### config.mk
export PLATFORM = sky130hd
export DESIGN_NAME = srt_timer
export DESIGN_NICKNAME = d
export VERILOG_FILES = /design/src/logic/srt_pkg.sv /design/src/logic/srt_timer.sv
export SDC_FILE = /design/constraint.sdc
export NUM_CORES = 1
export LEC_CHECK = 0
export ABC_AREA = 1
export ABC_CLOCK_PERIOD_IN_PS = 2200
export BUFFER_PORTS_ARGS = -buffer_cell sky130_fd_sc_hd__buf_2
export CAP_MARGIN = 40
export CORE_AREA = 3 3 129 100
export CTS_BUF_LIST = sky130_fd_sc_hd__clkbuf_8
export CTS_CLUSTER_SIZE = 20
export DETAILED_ROUTE_END_ITERATION = 10
export DIE_AREA = 0 0 132 103
export GPL_TIMING_DRIVEN = 0
export PLACE_DENSITY = 0.64
export SYNTH_ARGS = -nofsm -noshare
export SYNTH_HDL_FRONTEND = slang
export SYNTH_SLANG_ARGS = --single-unit
export TNS_END_PERCENT = 20
### constraint.sdc
create_clock -name pclk -period 2.2 [get_ports pclk]
set_input_delay 0.44 -clock pclk [delete_from_list [all_inputs] [get_ports pclk]]
set_output_delay 0.44 -clock pclk [all_outputs]
set_load 0.005 [all_outputs]
### src/logic/srt_pkg.sv
// Package: register map, field positions, reset values and dividers
package srt_pkg;

	// Register byte addresses on the APB bus
	localparam logic [11:0] ADDR_CTRL    = 12'h000;
	localparam logic [11:0] ADDR_CNT_LO  = 12'h004;
	localparam logic [11:0] ADDR_CNT_HI  = 12'h008;
	localparam logic [11:0] ADDR_RLD_LO  = 12'h00C;
	localparam logic [11:0] ADDR_RLD_HI  = 12'h010;
	localparam logic [11:0] ADDR_CLKCTL  = 12'h014;
	localparam logic [11:0] ADDR_IRQEN   = 12'h018;

	// Control register fields
	localparam int CTRL_HI_FLAG  = 7;
	localparam int CTRL_LO_FLAG  = 6;
	localparam int CTRL_LO_IRQEN = 5;
	localparam int CTRL_CAP_EN   = 4;
	localparam int CTRL_SPLIT    = 3;
	localparam int CTRL_RUN      = 2;
	localparam int CTRL_EXT_SEL  = 0;
	localparam logic [7:0] CTRL_WMASK = 8'hFD;

	// Clock control fields
	localparam int CLK_HI_SEL = 5;
	localparam int CLK_LO_SEL = 4;

	// Interrupt enable field
	localparam int IRQEN_TIMER = 5;

	// Reset values
	localparam logic [7:0] RST_BYTE = 8'h00;

	// Clock dividers
	localparam int SYS_DIV = 12;
	localparam int EXT_DIV = 8;

endpackage

### src/logic/srt_timer.sv
// Sixteen bit reload timer with split and capture modes, APB slave
////////////////////////////////////////////////////////////////////////////////
//
// Chosen here: the register offsets and register access over APB.

module srt_timer
	import srt_pkg::*;
#(
	parameter int SYS_DIVIDE = SYS_DIV,
	parameter int EXT_DIVIDE = EXT_DIV
) (
	input  wire logic        pclk,
	input  wire logic        presetn,
	input  wire logic        psel,
	input  wire logic        penable,
	input  wire logic        pwrite,
	input  wire logic [11:0] paddr,
	input  wire logic [31:0] pwdata,
	input  wire logic [3:0]  pstrb,
	output logic      [31:0] prdata,
	output logic             pready,
	output logic             pslverr,
	input  wire logic        ext_osc,
	output logic             timer_irq
);

	// Refuse dividers the even-split toggle or 8-bit counts cannot serve
	if (SYS_DIVIDE < 1 || SYS_DIVIDE > 256 ||
	    EXT_DIVIDE < 2 || EXT_DIVIDE > 512 ||
	    (EXT_DIVIDE % 2) != 0) begin : g_bad_div
		$error("srt_timer: bad divider parameters");
	end

	////////////////////////////////////////////////////////////////////////
	// Registers and local signals

	logic [7:0] timer_control_reg;
	logic [7:0] clock_control_reg;
	logic [7:0] interrupt_enable_reg;
	logic [7:0] count_low_byte;
	logic [7:0] count_high_byte;
	logic [7:0] reload_low_byte;
	logic [7:0] reload_high_byte;

	logic high_overflow_flag;
	logic low_overflow_flag;
	logic low_byte_irq_enable;
	logic capture_mode_enable;
	logic split_mode_select;
	logic run_control;
	logic external_clock_select;
	logic high_byte_clock_select;
	logic low_byte_clock_select;

	// Named views of the control and clock-select fields
	assign high_overflow_flag    = timer_control_reg[CTRL_HI_FLAG];
	assign low_overflow_flag     = timer_control_reg[CTRL_LO_FLAG];
	assign low_byte_irq_enable   = timer_control_reg[CTRL_LO_IRQEN];
	assign capture_mode_enable   = timer_control_reg[CTRL_CAP_EN];
	assign split_mode_select     = timer_control_reg[CTRL_SPLIT];
	assign run_control           = timer_control_reg[CTRL_RUN];
	assign external_clock_select = timer_control_reg[CTRL_EXT_SEL];
	assign high_byte_clock_select = clock_control_reg[CLK_HI_SEL];
	assign low_byte_clock_select  = clock_control_reg[CLK_LO_SEL];

	////////////////////////////////////////////////////////////////////////
	// APB decode

	logic       wr_en;
	logic       rd_en;
	logic       addr_ok;
	logic [7:0] wbyte;

	// Only the low byte lane carries register data
	assign wbyte = pwdata[7:0];
	assign addr_ok = (paddr == ADDR_CTRL)   || (paddr == ADDR_CNT_LO) ||
	                 (paddr == ADDR_CNT_HI) || (paddr == ADDR_RLD_LO) ||
	                 (paddr == ADDR_RLD_HI) || (paddr == ADDR_CLKCTL) ||
	                 (paddr == ADDR_IRQEN);
	// Zero wait state: pready is registered high in the access phase
	assign wr_en = psel && penable && pwrite && pready && addr_ok && pstrb[0];
	assign rd_en = psel && !penable && !pwrite;

	// Answer one cycle into access so outputs stay registered
	// Error flag stands with pready for that one cycle only
	always_ff @(posedge pclk or negedge presetn) begin
		if (!presetn) begin
			pready  <= 1'b0;
			pslverr <= 1'b0;
		end else begin
			pready  <= psel && !penable;
			pslverr <= psel && !penable && !addr_ok;
		end
	end

	// Read data latched in setup so it stands through access
	always_ff @(posedge pclk or negedge presetn) begin
		if (!presetn) begin
			prdata <= 32'h0000_0000;
		end else if (rd_en) begin
			unique case (paddr)
				ADDR_CTRL:   prdata <= {24'h00_0000, timer_control_reg};
				ADDR_CNT_LO: prdata <= {24'h00_0000, count_low_byte};
				ADDR_CNT_HI: prdata <= {24'h00_0000, count_high_byte};
				ADDR_RLD_LO: prdata <= {24'h00_0000, reload_low_byte};
				ADDR_RLD_HI: prdata <= {24'h00_0000, reload_high_byte};
				ADDR_CLKCTL: prdata <= {24'h00_0000, clock_control_reg};
				ADDR_IRQEN:  prdata <= {24'h00_0000, interrupt_enable_reg};
				default:     prdata <= 32'h0000_0000;
			endcase
		end
	end

	////////////////////////////////////////////////////////////////////////
	// Clock enables

	// System clock divided by SYS_DIVIDE as a one-cycle tick
	// Eight-bit count caps the divide at 256, refused above
	logic [7:0] sys_cnt;
	logic       sys_tick;

	always_ff @(posedge pclk or negedge presetn) begin
		if (!presetn) begin
			sys_cnt  <= 8'h00;
			sys_tick <= 1'b0;
		end else if (sys_cnt == 8'(SYS_DIVIDE - 1)) begin
			sys_cnt  <= 8'h00;
			sys_tick <= 1'b1;
		end else begin
			sys_cnt  <= sys_cnt + 8'h01;
			sys_tick <= 1'b0;
		end
	end

	// Pin passes two flops before any logic looks at it
	logic ext_meta;
	logic ext_sync;
	logic ext_prev;

	always_ff @(posedge pclk or negedge presetn) begin
		if (!presetn) begin
			ext_meta <= 1'b0;
			ext_sync <= 1'b0;
			ext_prev <= 1'b0;
		end else begin
			ext_meta <= ext_osc;
			ext_sync <= ext_meta;
			ext_prev <= ext_sync;
		end
	end

	// External divide: toggle every EXT_DIVIDE/2 rising edges
	// Eight-bit count caps EXT_DIVIDE at 512, refused above
	logic [7:0] ext_cnt;
	logic       ext_div;
	logic       ext_div_prev;
	logic       ext_tick;
	logic       cap_event;

	always_ff @(posedge pclk or negedge presetn) begin
		if (!presetn) begin
			ext_cnt <= 8'h00;
			ext_div <= 1'b0;
		end else if (ext_sync && !ext_prev) begin
			if (ext_cnt == 8'(EXT_DIVIDE / 2 - 1)) begin
				ext_cnt <= 8'h00;
				ext_div <= !ext_div;
			end else begin
				ext_cnt <= ext_cnt + 8'h01;
			end
		end
	end

	// Delayed divided clock for edge detection; both reset low
	always_ff @(posedge pclk or negedge presetn) begin
		if (!presetn)
			ext_div_prev <= 1'b0;
		else
			ext_div_prev <= ext_div;
	end

	// Rising of divided clock counts, falling edge captures
	// Sync and divide put about three clocks between pin and tick
	assign ext_tick  = ext_div && !ext_div_prev;
	assign cap_event = capture_mode_enable && !ext_div && ext_div_prev;

	// Per-byte source select; capture mode never counts on external
	logic lo_src;
	logic hi_src;
	logic lo_tick;
	logic hi_tick;

	always_comb begin
		lo_src = external_clock_select ? ext_tick : sys_tick;
		hi_src = external_clock_select ? ext_tick : sys_tick;
		if (capture_mode_enable) begin
			lo_src = sys_tick;
			hi_src = sys_tick;
		end
		lo_tick = low_byte_clock_select ? 1'b1 : lo_src;
		hi_tick = high_byte_clock_select ? 1'b1 : hi_src;
	end

	////////////////////////////////////////////////////////////////////////
	// Counter

	logic adv_lo;
	logic adv_hi;
	logic lo_wrap;
	logic hi_wrap;

	// In 16-bit mode the high byte steps only on a low byte carry
	always_comb begin
		if (split_mode_select) begin
			adv_lo = lo_tick;
			adv_hi = hi_tick && run_control;
		end else begin
			adv_lo = lo_tick && run_control;
			adv_hi = adv_lo && (count_low_byte == 8'hFF);
		end
		lo_wrap = adv_lo && (count_low_byte == 8'hFF);
		hi_wrap = adv_hi && (count_high_byte == 8'hFF);
	end

	// Wrap reload beats a same-cycle software write of the count,
	// and a write beats the increment so a running timer can be preset
	always_ff @(posedge pclk or negedge presetn) begin
		if (!presetn) begin
			count_low_byte  <= RST_BYTE;
			count_high_byte <= RST_BYTE;
		end else begin
			if (split_mode_select) begin
				if (lo_wrap)
					count_low_byte <= reload_low_byte;
				else if (wr_en && paddr == ADDR_CNT_LO)
					count_low_byte <= wbyte;
				else if (adv_lo)
					count_low_byte <= count_low_byte + 8'h01;
				if (hi_wrap)
					count_high_byte <= reload_high_byte;
				else if (wr_en && paddr == ADDR_CNT_HI)
					count_high_byte <= wbyte;
				else if (adv_hi)
					count_high_byte <= count_high_byte + 8'h01;
			end else begin
				if (hi_wrap && !capture_mode_enable) begin
					count_low_byte  <= reload_low_byte;
					count_high_byte <= reload_high_byte;
				end else begin
					// Capture mode simply rolls over
					if (wr_en && paddr == ADDR_CNT_LO)
						count_low_byte <= wbyte;
					else if (adv_lo)
						count_low_byte <= count_low_byte + 8'h01;
					if (wr_en && paddr == ADDR_CNT_HI)
						count_high_byte <= wbyte;
					else if (adv_hi)
						count_high_byte <= count_high_byte + 8'h01;
				end
			end
		end
	end

	// Reload pair: capture snapshot wins over software write
	// Pair is read as two bytes; a capture between reads tears it
	always_ff @(posedge pclk or negedge presetn) begin
		if (!presetn) begin
			reload_low_byte  <= RST_BYTE;
			reload_high_byte <= RST_BYTE;
		end else if (cap_event) begin
			reload_low_byte  <= count_low_byte;
			reload_high_byte <= count_high_byte;
		end else begin
			if (wr_en && paddr == ADDR_RLD_LO)
				reload_low_byte <= wbyte;
			if (wr_en && paddr == ADDR_RLD_HI)
				reload_high_byte <= wbyte;
		end
	end

	////////////////////////////////////////////////////////////////////////
	// Control, flags and other configuration

	// Flags set by hardware win over a software clear in the same cycle
	// Bit one reads zero because the write mask drops it
	always_ff @(posedge pclk or negedge presetn) begin
		if (!presetn) begin
			timer_control_reg <= RST_BYTE;
		end else begin
			if (wr_en && paddr == ADDR_CTRL)
				timer_control_reg <= wbyte & CTRL_WMASK;
			if (hi_wrap || cap_event)
				timer_control_reg[CTRL_HI_FLAG] <= 1'b1;
			if (lo_wrap)
				timer_control_reg[CTRL_LO_FLAG] <= 1'b1;
		end
	end

	// Plain configuration bytes with no side effects
	always_ff @(posedge pclk or negedge presetn) begin
		if (!presetn) begin
			clock_control_reg    <= RST_BYTE;
			interrupt_enable_reg <= RST_BYTE;
		end else if (wr_en) begin
			if (paddr == ADDR_CLKCTL)
				clock_control_reg <= wbyte;
			if (paddr == ADDR_IRQEN)
				interrupt_enable_reg <= wbyte;
		end
	end

	// Level request while a flag stands; software clears flags to drop it
	// Low flag counts only while its own enable is set
	always_ff @(posedge pclk or negedge presetn) begin
		if (!presetn)
			timer_irq <= 1'b0;
		else
			timer_irq <= interrupt_enable_reg[IRQEN_TIMER] &&
			             (high_overflow_flag ||
			              (low_byte_irq_enable && low_overflow_flag));
	end

endmodule
==> metrics.txt, run 1 <==
status=finished clean; TritonRoute pass-1 iters=6; die area=13600 sq um; Clock Sinks=88; final instance area=6070 sq um; setup violators final=0; r2r setup slk=0.12 ns; fraction of registers with async set/reset=100%; routed via count=4865; Syn Std Cell Area=5270 sq um; slowest cell on the critical path=dfrtp_1; #FFs+latches synth=88; FILL cells=1146; Post-synth EDFFs=0; Die W=132 microns; leak pwr=0.00315 uW; XOR/XNOR Fraction of Synth Area=2.99%; Yosys top cell area share=41.8%; Final Critical Period=2.08 ns; power per cell area=751 nW/um^2; dpl cell area=5770 sq um; Fin Setup TNS=0 ns; CP delay by family, top=simple AND/OR/NAND/NOR gates; relative slew slack=45.9%; CP Class=reg -> reg; crit path DAT=2.38 ns; Antenna Cells=0; Fmax achieved=482 MHz; synth-to-layout area growth=15.2%; antenna violations before repair=0; Placer Congestion=0.943; clock buffer depth=2; All-Layer GR Usage=22.5%; routed wire length=15.2 mm; Final Max Slew Viols=0; commonest non-fill, non-tap cells in the layout=nand2_1 (184), inv_1 (99), dfrtp_1 (88), nand3_1 (60), nor2_1 (53); Final HPWL DP=11.7 mm; Synth Flop Type=dfrtp_1; Yosys cell types=43; initial drt markers=444; slowest stage delay, CP=0.43 ns; Synth area leaders=dfrtp_1 (42%), nand2_1 (13%), inv_1 (7.0%); largest net degree at the start of global routing=48; grt ovf=0; Root Buffer=clkbuf_8; Nets=827; # IOs=89; fin crit share=94.3%; buffers plus inverters on the worst setup path=1; CTS tree=done; post-synthesis mux area share=0%; skew final=0.0102 ns; most common cell after layout, fill and taps aside=nand2_1; worst-case vdd ir drop=0.344 mV; Synth Area in Simple Gates=31.6%; cts bufs inserted=9; Yosys warnings=0; HP Class=in -> async; Row Count=34; Post-Synth Adder-Cell Area=0.950%; CP Capture Type=register; critical-path maximum fanout=8; Antenna Violating Nets Remaining=0; clock slew at reported path FFs=0.09 ns; vias per inst=5.20; DIE HEIGHT=103 microns; register area share after synthesis=41.8%; WL per Instance=16.3 microns; CP most frequent cell=nand2_1; Non-Filler Instances=936; Post-route DRC=0; startpoint types=register; # port buffers=36; CP cell instances=ha_1 -> nand3_1 -> nor2_1 -> nand4_1 -> nor2_2 -> nor2_4 -> inv_2 -> nand2_1 -> nand2_1; gate count after technology mapping=696; largest area contributor in the synthesized netlist=dfrtp_1; WP data required=2.50 ns; core area=11600 sq um; hold_buf cts=0; measured slew at the worst slew-check pin=0.805 ns; Avg Inst Size Synth=7.57 sq um; share of cells above drive strength 1=17.7%; DP Cell Count=918; H-tree depth reported by CTS=3; Max-Cap Viols=0; Final Hold Viols=0; largest family of logic cells by synthesized area=simple AND/OR/NAND/NOR gates; Initial Util=45.3%; latest clock arrival within the worst-skew pair=0.37 ns; first-pass GRT wire length=23.8 mm; Synth Area in Compound Gates=10.0%; vias in the first global route=4527
[final timing paths]
path,startpoint,endpoint,depth (start not counted)
setup reg to reg,count_high_byte[0],count_low_byte[1],9
hold / removal,presetn,timer_irq,1
max in group asynchronous,presetn,reload_low_byte[6],2
setup / recovery,count_high_byte[0],count_low_byte[1],9
min in group pclk,ext_osc,ext_meta,1
hold reg to reg,ext_meta,ext_sync,0
[synthesized netlist by cell type (8+ instances only)]
| library cell | n |
|---|---|
| nand3_1 | 61 |
| o21ai_1 | 9 |
| inv_2 | 8 |
| o21ai_2 | 8 |
| nand4_1 | 17 |
| inv_1 | 98 |
| dfrtp_1 | 88 |
| a21oi_1 | 10 |
| o21ai_0 | 32 |
| nor3_1 | 8 |
| xor2_1 | 14 |
| buf_4 | 24 |
| nor2_1 | 54 |
| nand2_1 | 186 |
| o221ai_1 | 8 |
[power by group]
group | switching (uW) | total [uW] | leakage, uW | internal, uW
clock network | 598 | 1300 | 0.000117 | 700
logic | 684 | 1070 | 0.00193 | 387
registers | 298 | 2190 | 0.00110 | 1890
total | 1580 | 4560 | 0.00315 | 2980
[per-stage QoR]
step	power [uW]	worst slack [ns]	hold slack, ns	util (%)
finish	4560	0.125	0.0925	52.2
CTS	4520	0.0241	0.111	51.8
floorplan	2850	0.436	0.144	-
global placement	3160	-0.167	0.362	49.4
detailed placement	3210	-0.182	0.370	49.6
global route	4820	-0.000219	0.136	52.2
[cell families (layout without fill, tap and decap cells)]
logic type	after synthesis	in the layout
AND/OR/NAND/NOR	358	358
flip-flops	88	88
AO/OA/AOI/OAI	84	84
XOR/XNOR	18	18
other	1	24
buffers and inverters	143	198
adder cells (fa/ha/maj)	4	4
[routing by layer]
layer / track usage, % / wire length, microns / vias up
met5: 0 / 0 / -
met4: 6.38 / 232 / 0
met3: 7.17 / 1580 / 29
met2: 33.2 / 6480 / 209
met1: 32.0 / 6940 / 2286
li1: - / - / 2341
[worst register-to-register path, cell delays in order (launching register included)]
cell	delay (ns)
dfrtp_1	0.43
ha_1	0.24
nand3_1	0.14
nor2_1	0.41
nand4_1	0.23
nor2_2	0.20
nor2_4	0.09
inv_2	0.13
nand2_1	0.08
nand2_1	0.07
[cell type report]
class                   instances  area [sq um]  share of cell area (%)
inverters                     109           420                    6.93
flip-flops and latches         88          2200                    36.3
well taps                     162           203                    3.34
multi-input cells             488          2530                    41.8
clock inverters                 5          80.1                    1.32
repair buffers                 39           225                    3.71
plain buffers                  34           250                    4.13
clock buffers                  11           151                    2.50
[timing repair]
action,in CTS,in global routing
endpoints found under the setup margin,10,25
gates resized for setup,4,10
pin swaps,1,1
setup buffers,0,2
Power figures use the tool's default switching activity.
==> inputs of run 2 (changes only) <==
- ABC_CLOCK_PERIOD_IN_PS: 2200 -> 2600
- clock period: 2.2 -> 2.6 ns (I/O delays scaled with it)
==> run 2 against run 1 <==
Cell count shrank 0.21%. Via count shrank 0.47%. Sequential share of layout area grew 0.36 points. Fmax shrank 13%. Total power shrank 16%. Clock-buffer cell count is the same. Utilization shrank 0.52 points. First-iteration DRC count grew 0.90%. Clock power shrank 15%. Critical path depth grew 3. Sequential power shrank 16%. Die area is the same.
==> metrics.txt, run 2 (same netlist as run 1, synthesis figures left out) <==
Fmax achieved=420 MHz (was 482 MHz); Placer Congestion=0.943 (unchanged); NetSw=1320 uW (was 1580 uW); antenna violations before repair=0 (unchanged); sw frac=34.4% (was 34.7%); Post-route DRC=0 (unchanged); post-place setup slack=0.218 ns (was -0.182 ns); cts bufs inserted=9 (unchanged); most common cell after layout, fill and taps aside=nand2_1 (unchanged); FILL cells=1144 (was 1146); hold_buf cts=0 (unchanged); fin crit share=91.5% (was 94.3%); Initial Util=45.3% (unchanged); Non-Filler Instances=934 (was 936); # port buffers=36 (unchanged); clock buffer depth=2 (unchanged); Final Critical Period=2.38 ns (was 2.08 ns); Worst Setup SP=count_low_byte[1] (was count_high_byte[0]); leak pwr=0.00314 uW (was 0.00315 uW); H-tree depth reported by CTS=3 (unchanged); Antenna Violating Nets Remaining=0 (unchanged); CP Class=reg -> reg (unchanged); area taken by multi-input logic gates=2490 sq um (was 2530 sq um); Nets=825 (was 827); WL per Instance=16.2 microns (was 16.3 microns); DP Cell Count=918 (unchanged); CP Capture Type=register (unchanged); Top Metal Used=met4 (unchanged); routed wire length=15.2 mm (about the same); skew final=0.00925 ns (was 0.0102 ns); R2R Path Start=count_low_byte[1] (was count_high_byte[0]); WP data required=2.87 ns (was 2.50 ns); worst-case vdd ir drop=0.282 mV (was 0.344 mV); DIE HEIGHT=103 microns (unchanged); r2r setup slk=0.22 ns (was 0.12 ns); routed via count=4842 (was 4865); synth-to-layout area growth=14.0% (was 15.2%); largest net degree at the start of global routing=48 (unchanged); latest clock arrival within the worst-skew pair=0.37 ns (about the same); Die W=132 microns (unchanged); Combinational Power Share=23.3% (was 23.5%); share of power burned in the clock network=28.6% (was 28.5%); grt ovf=0 (unchanged); startpoint types=register (unchanged); R2R Path End=count_high_byte[3] (was count_low_byte[1]); Fin Setup TNS=0 ns (unchanged); initial drt markers=448 (was 444); met2 wire len=6.39 mm (was 6.48 mm); Clock Sinks=88 (unchanged); HP Class=in -> async (unchanged); status=finished clean (unchanged); core area=11600 sq um (unchanged); Reg2Reg Depth=12 (was 9); share of power burned in registers=48.0% (about the same); All-Layer GR Usage=22.5% (about the same); Final HPWL DP=11.7 mm (unchanged); measured slew at the worst slew-check pin=0.824 ns (was 0.805 ns); M1 WL=7.19 mm (was 6.94 mm); Max-Cap Viols=0 (unchanged); Antenna Cells=0 (unchanged); PnR worst setup slack=0.222 ns (was 0.125 ns); vias in the first global route=4524 (was 4527); Core Util, Final=51.7% (was 52.2%); metal3 WL=1.37 mm (was 1.58 mm); register area=2200 sq um (unchanged); commonest non-fill, non-tap cells in the layout=nand2_1 (186), inv_1 (99), dfrtp_1 (88), nand3_1 (61), nor2_1 (54) (was nand2_1 (184), inv_1 (99), dfrtp_1 (88), nand3_1 (60), nor2_1 (53)); Power Internal=2510 uW (was 2980 uW); RSZ-0062 raised after global routing=no; share of cells above drive strength 1=16.7% (was 17.7%); crit path DAT=2.65 ns (was 2.38 ns); power per cell area=637 nW/um^2 (was 751 nW/um^2); Root Buffer=clkbuf_8 (unchanged); clock slew at reported path FFs=0.09 ns (about the same); CTS tree=done (unchanged); setup violators final=0 (unchanged); vias per inst=5.18 (was 5.20); Final Hold Viols=0 (unchanged); Final Max Slew Viols=0 (unchanged); die area=13600 sq um (unchanged); Row Count=34 (unchanged); # IOs=89 (unchanged); critical-path maximum fanout=10 (was 8); TritonRoute pass-1 iters=5 (was 6); first-pass GRT wire length=23.8 mm (about the same); relative slew slack=44.5% (was 45.9%)
-- run 2: cell count changes in the layout (fill, tap and decap cells not counted), sizes merged --
| cell | before | now |
|---|---|---|
| buf | 70 | 68 |
-- run 2: repair_timing --
| action | in CTS | in global routing |
|---|---|---|
| resized for setup | 0 | 2 |
| setup endpoints to repair | 0 | 5 |
| buffers inserted | 0 | 0 |
-- run 2: final cells by class --
type	count	area share, %
clock buffer	11	2.52
timing repair buffer	37	3.50
multi-input combinational	488	41.5
tap	162	3.37
sequential	88	36.7
inverter	109	6.92
clock inverter	5	1.33
buffer	34	4.17
-- run 2: worst max-delay path: stages, from the launching register on --
cell and delay [ns]:
dfrtp_1 0.38, ha_1 0.20, nand3_1 0.16, nor3_4 0.29
nand2_1 0.12, nand2_1 0.20, nand2_2 0.21, inv_4 0.18
o211ai_4 0.16, inv_2 0.18, nand2_1 0.08, nand2_1 0.08
inv_1 0.04
-- run 2: how the worst max path moves through the flow --
stage                                    to  slack [ns]  cells after the start
floorplan           interrupt_enable_reg[6]        0.77                     14
CTS                      count_high_byte[1]        0.20                     12
finish                   count_high_byte[3]        0.22                     12
global route             count_high_byte[2]        0.02                     12
detailed placement       count_high_byte[7]        0.22                     12
global placement               ext_div_prev        0.15                      1
-- run 2: per-layer routing --
metal | global-route usage (%) | vias to the layer above
li1 | - | 2332
met4 | 6.30 | 0
met1 | 31.9 | 2277
met2 | 33.3 | 213
met5 | 0 | -
met3 | 7.27 | 20
-- run 2: power by group through the flow --
stage | clock [uW] | sequential [uW] | combinational (uW)
6_report | 1100 | 1840 | 892
5_1_grt | 1170 | 1870 | 1010
4_1_cts | 1120 | 1830 | 875
3_5_place_dp | 0 | 1850 | 866
3_3_place_gp | 0 | 1850 | 829
2_1_floorplan | 0 | 1770 | 636
-- run 2: through the flow --
stage               instance area (sq um)  power, uW  hold WS, ns
floorplan                            5350       2410        0.224
global placement                     5740       2680        0.362
detailed placement                   5770       2720        0.370
CTS                                  6000       3820        0.191
global route                         6010       4050        0.218
finish                               6010       3830        0.173
==> inputs of run 3 (changes only) <==
- BUFFER_PORTS_ARGS: -buffer_cell sky130_fd_sc_hd__buf_2 -> unset
- DONT_BUFFER_PORTS: unset -> 1
- MAX_ROUTING_LAYER: unset -> met4
- PLACE_DENSITY: 0.64 -> 0.57
==> run 3 against run 2 <==
Cell count is 4.0% lower. Via count is 3.7% lower. Sequential share of layout area is 1.5 points higher. Critical path type unchanged. Die area stayed put.
==> metrics.txt, run 3 (same netlist as run 1, synthesis figures left out) <==
commonest non-fill, non-tap cells in the layout=nand2_1 (186), inv_1 (98), dfrtp_1 (88), nand3_1 (61), nor2_1 (54) (was nand2_1 (186), inv_1 (99), dfrtp_1 (88), nand3_1 (61), nor2_1 (54)); synth-to-layout area growth=9.46% (was 14.0%); R2R Path Start=count_low_byte[1] (unchanged); Row Count=34 (unchanged); RSZ-0062 raised after global routing=no (unchanged); Antenna Cells=0 (unchanged); FILL cells=1183 (was 1144); Nets=789 (was 825); startpoint types=register (unchanged); vias in the first global route=4412 (was 4524); H-tree depth reported by CTS=3 (unchanged); measured slew at the worst slew-check pin=0.828 ns (was 0.824 ns); # port buffers=0 (was 36); Initial Util=45.3% (unchanged); share of cells above drive strength 1=12.7% (was 16.7%); Post-CTS Setup Bufs=0 (unchanged); Placer Congestion=0.914 (was 0.943); routed via count=4662 (was 4842); All-Layer GR Usage=24.2% (was 22.5%); DIE HEIGHT=103 microns (unchanged); skew final=0.0178 ns (was 0.00925 ns); register area=2200 sq um (unchanged); CP Class=reg -> reg (unchanged); WL per Instance=17.2 microns (was 16.2 microns); power per cell area=626 nW/um^2 (was 637 nW/um^2); cts bufs inserted=9 (unchanged); relative slew slack=44.3% (was 44.5%); clock slew at reported path FFs=0.10 ns (was 0.09 ns); Final Hold Viols=0 (unchanged); Max-Cap Viols=0 (unchanged); initial drt markers=406 (was 448); WP data required=2.86 ns (was 2.87 ns); clock buffer depth=2 (unchanged); HP Class=in -> async (unchanged); Die W=132 microns (unchanged); area taken by multi-input logic gates=2490 sq um (about the same); crit path DAT=2.56 ns (was 2.65 ns); die area=13600 sq um (unchanged); TritonRoute pass-1 iters=5 (unchanged); leak pwr=0.00295 uW (was 0.00314 uW); Resized Gates After CTS=0 (unchanged); CP Capture Type=register (unchanged); status=finished clean (unchanged); latest clock arrival within the worst-skew pair=0.38 ns (was 0.37 ns); hold_buf cts=1 (was 0); Clock Sinks=88 (unchanged); worst-case vdd ir drop=0.375 mV (was 0.282 mV); Fin Setup TNS=0 ns (unchanged); Root Buffer=clkbuf_8 (unchanged); Reg2Reg Depth=12 (unchanged); Setup crit end=count_high_byte[0] (was count_high_byte[3]); setup violators final=0 (unchanged); R2R Path End=count_high_byte[0] (was count_high_byte[3]); Core Util, Final=49.6% (was 51.7%); fin crit share=88.5% (was 91.5%); most common cell after layout, fill and taps aside=nand2_1 (unchanged); Post-route DRC=0 (unchanged); Final Max Slew Viols=0 (unchanged); CTS tree=done (unchanged); Fmax achieved=435 MHz (was 420 MHz); core area=11600 sq um (unchanged); r2r setup slk=0.30 ns (was 0.22 ns); largest net degree at the start of global routing=89 (was 48); routed wire length=15.4 mm (was 15.2 mm); critical-path maximum fanout=10 (unchanged); # IOs=89 (unchanged); Antenna Violating Nets Remaining=0 (unchanged); Final Critical Period=2.30 ns (was 2.38 ns); first-pass GRT wire length=24.3 mm (was 23.8 mm); antenna violations before repair=0 (unchanged); grt ovf=0 (unchanged); Final HPWL DP=11.9 mm (was 11.7 mm); Worst Setup SP=count_low_byte[1] (unchanged); vias per inst=5.20 (was 5.18)
==> run 3: cell types whose count changed in the layout (fill, tap and decap cells not counted) <==
cell / delta
bufinv_16: -2
inv_4: -1
clkinv_4: +1
inv_2: +1
nor3_2: +1
inv_1: -1
buf_2: -35
clkinv_2: +1
buf_4: -1
nor3_4: -1
==> run 3: worst min-delay path by stage <==
stage | endpoint | slack (ns) | cells after the start
after floorplan | clock_control_reg[0] | 0.22 | 0
after global placement | sys_cnt[4] | 0.23 | 0
after detailed placement | sys_cnt[4] | 0.23 | 0
after CTS | timer_control_reg[5] | 0.06 | 1
after global routing | timer_control_reg[5] | 0.07 | 1
final | timer_control_reg[5] | 0.05 | 1
==> run 3: final cells by class <==
class | count | share of cell area [%]
Buffer | 34 | 4.34
Clock buffer | 11 | 2.63
Clock inverter | 4 | 0.521
Inverter | 109 | 7.16
Multi-Input combinational cell | 488 | 43.2
Sequential cell | 88 | 38.2
Tap cell | 162 | 3.52
Timing Repair Buffer | 1 | 0.478
==> run 3: per-stage QoR <==
stage	power (uW)	std cells	worst slack, ns	hold WS (ns)	instance area (sq um)
CTS	3620	897	0.305	0.0579	5760
detailed placement	2670	881	0.327	0.227	5560
floorplan	2410	719	0.768	0.224	5350
global route	3860	897	0.104	0.0663	5760
global placement	2650	881	0.360	0.227	5560
finish	3610	897	0.300	0.0472	5760
==> run 3: metal layers <==
metal | wire length, microns | up-vias | GRT usage (%)
li1 | - | 2250 | -
met1 | 7380 | 2188 | 34.8
met2 | 6460 | 207 | 34.7
met3 | 1380 | 17 | 5.66
met4 | 174 | 0 | 5.25
met5 | 0 | - | -
==> run 3: worst max-delay path, stage by stage, from the launching register on <==
cell and delay, ns:
dfrtp_1 0.39, ha_1 0.21, nand3_1 0.14, nor3_2 0.24, nand2_1 0.12, nand2_1 0.14
nand2_2 0.16, inv_2 0.22, o211ai_4 0.18, inv_2 0.19, nand2_1 0.07, nand2_1 0.08
inv_1 0.04
==> run 3: where the power goes <==
part,leakage [uW],switching (uW),internal [uW]
clock network,0.0000914,519,397
registers,0.00110,227,1600
logic,0.00176,561,305
